===== config.mk =====
export PLATFORM = sky130hd
export DESIGN_NAME = mise_exec
export DESIGN_NICKNAME = d
export VERILOG_FILES = /design/src/hw/mise_exec.v /design/src/hw/mise_alu.v
export VERILOG_INCLUDE_DIRS = /design/src /design/src/hw
export SDC_FILE = /design/constraint.sdc
export NUM_CORES = 1
export LEC_CHECK = 0
export ABC_AREA = 0
export BUFFER_PORTS_ARGS = -buffer_cell sky130_fd_sc_hd__buf_2
export CORE_MARGIN = 4
export CORE_UTILIZATION = 49
export CTS_CLUSTER_DIAMETER = 30
export DETAILED_ROUTE_END_ITERATION = 16
export PLACE_DENSITY = 0.81
export SYNTH_ARGS = -nofsm -noshare
export SYNTH_HDL_FRONTEND = slang
export SYNTH_SLANG_ARGS = --single-unit

===== constraint.sdc =====
create_clock -name clk_in -period 2.6 [get_ports clk_in]
set_clock_uncertainty 0.2 [all_clocks]
set_input_delay 0.26 -clock clk_in [delete_from_list [all_inputs] [get_ports clk_in]]
set_output_delay 0.26 -clock clk_in [all_outputs]
set_load 0.01 [all_outputs]

===== src/hw/mise_consts.vh =====
// constants for the instruction-subset execution unit
`ifndef MISE_CONSTS_VH
`define MISE_CONSTS_VH
// ----------------------------------------
// operation codes on op_in
// ----------------------------------------
`define MISE_OP_NOP 4'h0
`define MISE_OP_SWAP_TO_REG 4'h1
`define MISE_OP_SKIP_ZERO 4'h2
`define MISE_OP_SKIP_ZERO_MOVE 4'h3
`define MISE_OP_SKIP_BIT_CLR 4'h4
`define MISE_OP_TAB_CUR 4'h5
`define MISE_OP_TAB_LAST 4'h6
`define MISE_OP_XOR_REG 4'h7
`define MISE_OP_XOR_MEM 4'h8
`define MISE_OP_XOR_IMM 4'h9
// ----------------------------------------
// reset values and fields
// ----------------------------------------
`define MISE_WREG_RST 8'h00
`define MISE_LATCH_RST 8'h00
`define MISE_ZERO_BYTE 8'h00
`define MISE_LO_BYTE 7:0
`define MISE_HI_BYTE 15:8
`define MISE_LO_NIB 3:0
`define MISE_HI_NIB 7:4
`define MISE_BYTE_W 8
`define MISE_LAST_PAGE 8'hFF
// ----------------------------------------
// states
// ----------------------------------------
`define MISE_ST_EXEC 2'h0
`define MISE_ST_TAB 2'h1
`define MISE_ST_DUMMY 2'h2
`endif


===== src/hw/mise_exec.v =====
// execution unit for swap, skip, table-read and xor instructions
`timescale 1ns/1ps
module mise_exec #(
  parameter PADDR_W = 16
) (
  // clock and reset
  input wire clk_in,
  input wire rstn_in,
  // instruction issue from fetch logic
  input wire start_in,
  input wire [3:0] op_in,
  input wire [7:0] mem_addr_in,
  input wire [2:0] bit_sel_in,
  input wire [7:0] imm_in,
  output wire ready_out,
  // data memory port
  input wire [7:0] mem_rdata_in,
  output reg [7:0] mem_addr_out,
  output reg [7:0] mem_wdata_out,
  output reg mem_we_out,
  // program memory port, data valid one cycle after request
  output reg [PADDR_W-1:0] pmem_addr_out,
  output reg pmem_re_out,
  input wire [15:0] pmem_rdata_in,
  // table pointers from the register file
  input wire [7:0] table_pointer_low_in,
  input wire [7:0] table_pointer_high_in,
  input wire has_table_pointer_high_in,
  // architectural state and status
  output reg [7:0] working_register_out,
  output reg [7:0] table_high_latch_out,
  output reg zero_flag_out,
  output reg zero_flag_we_out,
  output reg skip_out,
  output reg done_out
);
`include "mise_consts.vh"
  // ----------------------------------------
  // helpers
  // ----------------------------------------
  // program word address: high pointer byte above low pointer byte
  function [PADDR_W-1:0] mise_tab_addr;
    input [7:0] hi;
    input [7:0] lo;
    begin
      mise_tab_addr = {{(PADDR_W-`MISE_BYTE_W){1'b0}}, lo}
                      | ({{(PADDR_W-`MISE_BYTE_W){1'b0}}, hi} << `MISE_BYTE_W);
    end
  endfunction

  // ----------------------------------------
  // state and decode nets
  // ----------------------------------------
  reg [1:0] state;
  reg [1:0] next_state;
  wire [7:0] alu_res;
  wire alu_zero;
  wire is_imm;
  wire is_swap;
  wire mem_zero;
  wire bit_clr;

  // ----------------------------------------
  // operand decode
  // ----------------------------------------
  // tests use the raw read data, so the skip decision and the dummy
  // cycle are both settled in the issue cycle itself
  assign is_imm = (op_in == `MISE_OP_XOR_IMM);
  assign is_swap = (op_in == `MISE_OP_SWAP_TO_REG);
  assign mem_zero = (mem_rdata_in == `MISE_ZERO_BYTE);
  assign bit_clr = ~mem_rdata_in[bit_sel_in];
  // new instruction only accepted while idle in execute state
  // a start seen while busy is dropped, not queued: fetch must hold it
  assign ready_out = (state == `MISE_ST_EXEC);

  // ----------------------------------------
  // result unit
  // ----------------------------------------
  // swap and xor share one unit; only the xor forms use its zero flag
  mise_alu u_alu (
    .mem_in(mem_rdata_in),
    .wreg_in(working_register_out),
    .imm_in(imm_in),
    .use_imm_in(is_imm),
    .swap_in(is_swap),
    .res_out(alu_res),
    .zero_out(alu_zero)
  );

  // ----------------------------------------
  // execute sequencing
  // ----------------------------------------
  // memory read data is taken combinationally in the issue cycle, so the
  // fetch logic must present mem_addr_in to memory with zero-wait reads
  always @(posedge clk_in) begin
    if (!rstn_in) begin
      state <= `MISE_ST_EXEC;
      working_register_out <= `MISE_WREG_RST;
      table_high_latch_out <= `MISE_LATCH_RST;
      zero_flag_out <= 1'b0;
      zero_flag_we_out <= 1'b0;
      mem_addr_out <= `MISE_ZERO_BYTE;
      mem_wdata_out <= `MISE_ZERO_BYTE;
      mem_we_out <= 1'b0;
      pmem_addr_out <= {PADDR_W{1'b0}};
      pmem_re_out <= 1'b0;
      skip_out <= 1'b0;
      done_out <= 1'b0;
    end else begin
      state <= next_state;
      // strobes default low; only the decoded branch below raises one
      mem_we_out <= 1'b0;
      pmem_re_out <= 1'b0;
      zero_flag_we_out <= 1'b0;
      skip_out <= 1'b0;
      done_out <= 1'b0;
      case (state)
        `MISE_ST_EXEC: begin
          if (start_in) begin
            mem_addr_out <= mem_addr_in;
            case (op_in)
              `MISE_OP_SWAP_TO_REG: begin
                working_register_out <= alu_res;
                done_out <= 1'b1;
              end
              `MISE_OP_SKIP_ZERO: begin
                // byte goes back unchanged; the write keeps its bus cycle
                mem_wdata_out <= mem_rdata_in;
                mem_we_out <= 1'b1;
                skip_out <= mem_zero;
                done_out <= ~mem_zero;
              end
              `MISE_OP_SKIP_ZERO_MOVE: begin
                working_register_out <= mem_rdata_in;
                skip_out <= mem_zero;
                done_out <= ~mem_zero;
              end
              `MISE_OP_SKIP_BIT_CLR: begin
                skip_out <= bit_clr;
                done_out <= ~bit_clr;
              end
              `MISE_OP_TAB_CUR: begin
                pmem_re_out <= 1'b1;
                if (has_table_pointer_high_in) begin
                  pmem_addr_out <= mise_tab_addr(table_pointer_high_in,
                                                 table_pointer_low_in);
                end else begin
                  // parts without a high pointer read from page zero
                  pmem_addr_out <= mise_tab_addr(`MISE_ZERO_BYTE, table_pointer_low_in);
                end
              end
              `MISE_OP_TAB_LAST: begin
                pmem_re_out <= 1'b1;
                // high pointer ignored: the last page is fixed
                pmem_addr_out <= mise_tab_addr(`MISE_LAST_PAGE, table_pointer_low_in);
              end
              `MISE_OP_XOR_REG, `MISE_OP_XOR_IMM: begin
                working_register_out <= alu_res;
                zero_flag_out <= alu_zero;
                zero_flag_we_out <= 1'b1;
                done_out <= 1'b1;
              end
              `MISE_OP_XOR_MEM: begin
                // zero flag follows the stored result, not the working register
                mem_wdata_out <= alu_res;
                mem_we_out <= 1'b1;
                zero_flag_out <= alu_zero;
                zero_flag_we_out <= 1'b1;
                done_out <= 1'b1;
              end
              default: begin
                done_out <= 1'b1;
              end
            endcase
          end
        end
        `MISE_ST_TAB: begin
          // program word is valid one cycle after the request
          mem_wdata_out <= pmem_rdata_in[`MISE_LO_BYTE];
          mem_we_out <= 1'b1;
          table_high_latch_out <= pmem_rdata_in[`MISE_HI_BYTE];
          done_out <= 1'b1;
        end
        `MISE_ST_DUMMY: begin
          // stands in for the skipped instruction while fetch moves on
          done_out <= 1'b1;
        end
        default: begin
          done_out <= 1'b0;
        end
      endcase
    end
  end

  // ----------------------------------------
  // next-state
  // ----------------------------------------
  // skip decode here must match skip_out above, or fetch loses a slot
  always @* begin
    next_state = state;
    case (state)
      `MISE_ST_EXEC: begin
        if (start_in) begin
          case (op_in)
            `MISE_OP_TAB_CUR, `MISE_OP_TAB_LAST: next_state = `MISE_ST_TAB;
            `MISE_OP_SKIP_ZERO, `MISE_OP_SKIP_ZERO_MOVE: begin
              if (mem_zero) begin
                next_state = `MISE_ST_DUMMY;
              end
            end
            `MISE_OP_SKIP_BIT_CLR: begin
              if (bit_clr) begin
                next_state = `MISE_ST_DUMMY;
              end
            end
            default: next_state = `MISE_ST_EXEC;
          endcase
        end
      end
      `MISE_ST_TAB: next_state = `MISE_ST_EXEC;
      `MISE_ST_DUMMY: next_state = `MISE_ST_EXEC;
      default: next_state = `MISE_ST_EXEC;
    endcase
  end
endmodule


===== src/hw/mise_alu.v =====
// combinational result for the xor and swap forms, zero flag for the xor forms only
`timescale 1ns/1ps
module mise_alu (
  // operands
  input wire [7:0] mem_in,
  input wire [7:0] wreg_in,
  input wire [7:0] imm_in,
  input wire use_imm_in,
  input wire swap_in,
  // result
  output wire [7:0] res_out,
  output wire zero_out
);
`include "mise_consts.vh"
  wire [7:0] xr;
  assign xr = wreg_in ^ (use_imm_in ? imm_in : mem_in);
  assign res_out = swap_in ? {mem_in[`MISE_LO_NIB], mem_in[`MISE_HI_NIB]} : xr;
  assign zero_out = (xr == `MISE_ZERO_BYTE);
endmodule


**Yosys cells after proc, flatten, opt, wreduce, memory -nomap -nowiden**

Index checks and enable logic that the tools add are counted.
Widths: inputs -> output; s select.

- Div/mod/pow operators: 0
- Reductions and logical operators: 20
- Muxes and demuxes: 22
- Equal/unequal tests: 15
- Add/sub/neg operators: 0
- Bitwise gates (word level): 4
- $lt $le $gt $ge: 1
- Multipliers: 0
- Shift-type cells: 0

Operator list:

| kind | number |
|---|---|
| $pmux 8 s2 | 3 |
| $pmux 16 s2 | 1 |
| $mux 8 | 3 |
| $reduce_and 3->1 | 6 |
| $eq 4x3->1 const B | 4 |
| $logic_not 8->1 | 2 |
| $mux 16 | 1 |
| $or 8x16->16 | 1 |
| $eq 4x2->1 const B | 2 |
| $eq 4x4->1 const B | 2 |
| $reduce_or 2->1 | 4 |
| $xor 8x8->8 | 1 |
| $mux 1 | 6 |
| $pmux 1 s2 | 3 |
| $pmux 2 s3 | 1 |
| $reduce_bool 2->1 | 3 |
| $reduce_or 3->1 | 2 |
| $eq 4x1->1 const B | 1 |
| $lt 3x4->1 const B | 1 |
| $mux 2 | 2 |
| $ne 2x2->1 const B | 2 |
| $reduce_and 2->1 | 2 |
| $bmux 1 s3 | 1 |
| $ne 3x1->1 const B | 1 |
| 6 further kinds | 7 |

- Memories kept: 0
- RAM bits: 0
- Input port bits: 67
- Logic and storage cells: 74
- Output and inout port bits: 55
- Bits in read-only memories: 0
- Latch bits: 0
- Bits in registers: 56

**Logic depth before layout (Yosys ltp)**

- Word-level depth: 7
- Depth in mapped cells: 8
- Gate-level depth less buffers: 7

**Cells and area by module**

From an unflattened synthesis, not the netlist that was laid out.

- Cells, all modules: 321
- Area total of the unflattened synthesis: 2914.0 um^2

Modules (own cells, without submodules):

| module | times used | cells an instance | sequential area each (um^2) | area each (um^2) |
|---|---|---|---|---|
| mise_exec | 1 | 284 | 1121.1 | 2662.6 |
| mise_alu | 1 | 37 | 0.0 | 251.5 |

**Least setup slack after synthesis**

Ideal clock, no wire load.

- Kind: register to register
- Start: register state[1]
- End: register pmem_addr_out[10]
- Required time: 2.268 ns
- Cell stages (with the launch flop): 8
- Setup slack: 0.658 ns
- Path buffers: 1
- Library setup time: 0.132 ns
- Arrival time: 1.610 ns
- Cell sequence: dfxtp_1 > inv_1 > ha_1 > and2_1 > buf_1 > nand4b_1 > a21oi_1 > nor3_1

- Longest elaborated chain between the ends: 2

RTL lines:

| what | line | text |
|---|---|---|
| start: declaration | mise_exec.v:54 | `reg [1:0] state;` |
| start signal: assignment | mise_exec.v:97 | `` state <= `MISE_ST_EXEC; `` |
| start signal: assignment | mise_exec.v:110 | `state <= next_state;` |
| $logic_not 2->1 | - |  |
| net ready_out | mise_exec.v:15 | `output wire ready_out,` |
| $reduce_and 3->1 (no line) | - |  |
| end signal: assignment | mise_exec.v:105 | `pmem_addr_out <= {PADDR_W{1'b0}};` |
| end signal: assignment | mise_exec.v:145 | `pmem_addr_out <= mise_tab_addr(table_pointer_high_in,` |
| end signal: assignment | mise_exec.v:149 | `` pmem_addr_out <= mise_tab_addr(`MISE_ZERO_BYTE, table_pointer_low_in); `` |
| end: declaration | mise_exec.v:22 | `output reg [PADDR_W-1:0] pmem_addr_out,` |

The timed path passes the listed nets, and every way through them passes these cells.
A chain may end at the register's enable or synchronous reset.

**Final worst setup path**

- Start: register state[1]
- End: register working_register_out[2]

- Longest elaborated chain between the ends: 2

RTL lines:

| what | line | text |
|---|---|---|
| $logic_not 2->1 | mise_exec.v:117 | `case (state)` |
| $reduce_and 3->1 (no line) | - |  |
| end signal: assignment | mise_exec.v:123 | `working_register_out <= alu_res;` |
| end signal: assignment | mise_exec.v:134 | `working_register_out <= mem_rdata_in;` |
| end signal: assignment | mise_exec.v:158 | `working_register_out <= alu_res;` |
| end: declaration | mise_exec.v:30 | `output reg [7:0] working_register_out,` |

No other way between the ends.

==> metrics.txt <==
status=completed; min setup slack post-route=between 200 and 300 ps; Arr. time, crit path=approximately 2400 ps; Post-DRT Antenna Nets=0; relative slew slack=between 40% and 50%; final worst path period share=89.6%; Sw Share=roughly 29%; vias in the first global route=roughly 2800; Post-Route WL=8.43 mm; Critical Path Start Type=flip-flop; CTS Buf Count=5; CTS Sinks=56; initial antenna violation count=0; die width=87.2 um; min-delay worst type=input pin to flip-flop; Row Count=28; Worst Setup End Kind=flip-flop; pin count of the biggest net entering global routing=46; FMAX=429 MHz; grt ovf=0; DP HPWL=about 6.1 mm; clock-pin slew on the worst setup and hold paths=~100 ps; first-pass GRT wire length=approximately 13 mm; via/cell ratio=5.32; Initial Utilization=51.3%; io pins=around 120; Post-synth EDFFs=0; chip height=between 80 and 90 um; die area=between 7000 and 8000 sq um; Layout area overhead=29.7%; RSZ-0062 raised after global routing=false; post_cts resized=0; commonest cells after routing, fill and taps aside=buf_2, dfxtp_1, nand2_1; leak pwr=approximately 1.7 nW; Async SR Flop Fraction=0%; Final Core Density=about two thirds; Mapped Cells=approximately 370; layout cells sized above 1=~29%; Max Slew Vio Count=0; Max clock buf depth=2; Post-layout nets=between 500 and 600; # port buffers=roughly 120; clock share of power=roughly 28%; worst-path fanout max=14; Final setup viols=0; Ys Warns=0; root buf cell=clkbuf_8; register share of total power=between 50% and 60%; dpl ws=about 290 ps; Worst Path Required=2620 ps; drt drc=0; sequential fraction of the synthesis area=approximately 36%; Final min period=~2300 ps; setup TNS=0 ps; Yosys reg bits=56; most common cell after layout, fill and taps aside=buf_2; Power, Total=around 0.0018 W; Tightest Pin Transition=between 700 and 800 ps; ys flop type=dfxtp_1; final hold violations=0; # diodes=0; average cell area after synthesis=between 8 and 9 sq um; Pwr Density=439 nW/um^2; detail-routed net length per standard cell=around 15 um; H-tree depth=2; number of max-cap violations=0; DR iter-0 viols=between 100 and 150; Tot GR Track Use=22.0%; CTS tree=done; Vias=3043; clock latency on the worst-skew pair=310 ps; post-synthesis net count=438; Post-Syn Area=3070 sq um; Synth cell types=around 50; Comb power frac=about a fifth; Worst IR Drop VDD=0.300 mV; CORE AREA=5990 sq um; Worst Setup Path Type=flip-flop to flip-flop; RePlAce Congestion=roughly 0.85; Pre-antenna DRT Iters=5; Psw=between 0.0005 and 0.0006 W; Int Power=approximately 0.0012 W
[layer usage]
layer  track usage, %  share of wire (%)  vias up  wire [um]
li1                 -                  -     1530          -
met1             28.7                 43     1414       3590
met2             37.4                 50       89       4210
met3             3.78                5.5       10        466
met4             6.00                2.0        0        168
met5                0                  0        -          0
[through the flow]
stage	std cells	area, sq um	hold WS, ps
after global placement	539	3650	236
after detailed placement	539	3650	243
after CTS	572	3990	23.7
final	572	3990	23.0
after global routing	572	3990	31.3
after floorplan	368	3070	153
[critical path, stage by stage (launching register included)]
cell and delay (ps):
dfxtp_1 330, inv_1 110, ha_1 240, and2_1 450, o211ai_1 370, a22oi_1 270, o21ai_0 100, and2_1 150
[sequential cells by signal (all words and copies together), names as in the netlist]
register	flops
zero_flag_out	1
zero_flag_we_out	1
skip_out	1
table_high_latch_out	8
pmem_addr_out	16
mem_we_out	1
done_out	1
pmem_re_out	1
state	2
mem_addr_out	8
mem_wdata_out	8
working_register_out	8
[what timing repair did]
item / 4_1_cts / 5_1_grt
hold buffers: 25 / 0
setup endpoints to repair: 0 / 0
hold endpoints to repair: 25 / 0
setup buffers: 0 / 0
[power by group through the flow]
| stage | Sequential [W] | Clock (W) | Combinational, W |
|---|---|---|---|
| 3_5_place_dp | 0.000930 | 0 | 0.000324 |
| 4_1_cts | 0.000910 | 0.000501 | 0.000354 |
| 3_3_place_gp | 0.000928 | 0 | 0.000315 |
| 6_report | 0.000910 | 0.000485 | 0.000356 |
| 5_1_grt | 0.000915 | 0.000538 | 0.000391 |
| 2_1_floorplan | 0.000941 | 0 | 0.000194 |
[path summary, 6_finish.rpt]
kind	from	to	slack (ps)	depth (start not counted)
setup / recovery	state[1]	working_register_out[2]	270	7
hold / removal	table_pointer_high_in[2]	pmem_addr_out[10]	20	3
setup reg to reg	state[1]	working_register_out[2]	270	7
hold reg to reg	mem_wdata_out[2]	mem_wdata_out[2]	250	2
[logic make-up after synthesis]
| kind of cell | after synthesis | share of synthesized area (%) |
|---|---|---|
| AO/OA/AOI/OAI | 68 | 14.5 |
| XOR/XNOR | 19 | 5.41 |
| adder cells (fa/ha/maj) | 3 | 1.22 |
| buffers and inverters | 34 | 5.49 |
| flip-flops | 56 | 36.5 |
| multiplexers | 32 | 10.4 |
| AND/OR/NAND/NOR | 156 | 26.5 |
[Yosys cell counts, drive strengths merged (3+ instances only)]
cell type	instances	area [sq um]
a22o	5	43.8
a21oi	31	155
clkbuf	14	53.8
nand4	6	37.5
nor2	41	161
inv	7	26.3
nand2b	16	100
dfxtp	56	1120
nand2	48	180
buf	13	88.8
nand3	7	35.0
nor3	14	70.1
and2	3	18.8
o21ai	4	23.8
nor4b	3	56.3
o21a	5	37.5
ha	3	37.5
mux2i	32	320
xnor2	18	158
nor2b	3	18.8
a22oi	3	22.5
o211ai	10	75.1
[layout make-up]
cell class	instances	area [sq um]
repair buffers	148	871
multi-input cells	278	1780
clock buffers	5	68.8
flip-flops and latches	56	1120
well taps	75	93.8
clock inverters	3	22.5
fillers	499	2000
inverters	7	26.3
Power figures use the tool's default switching activity.
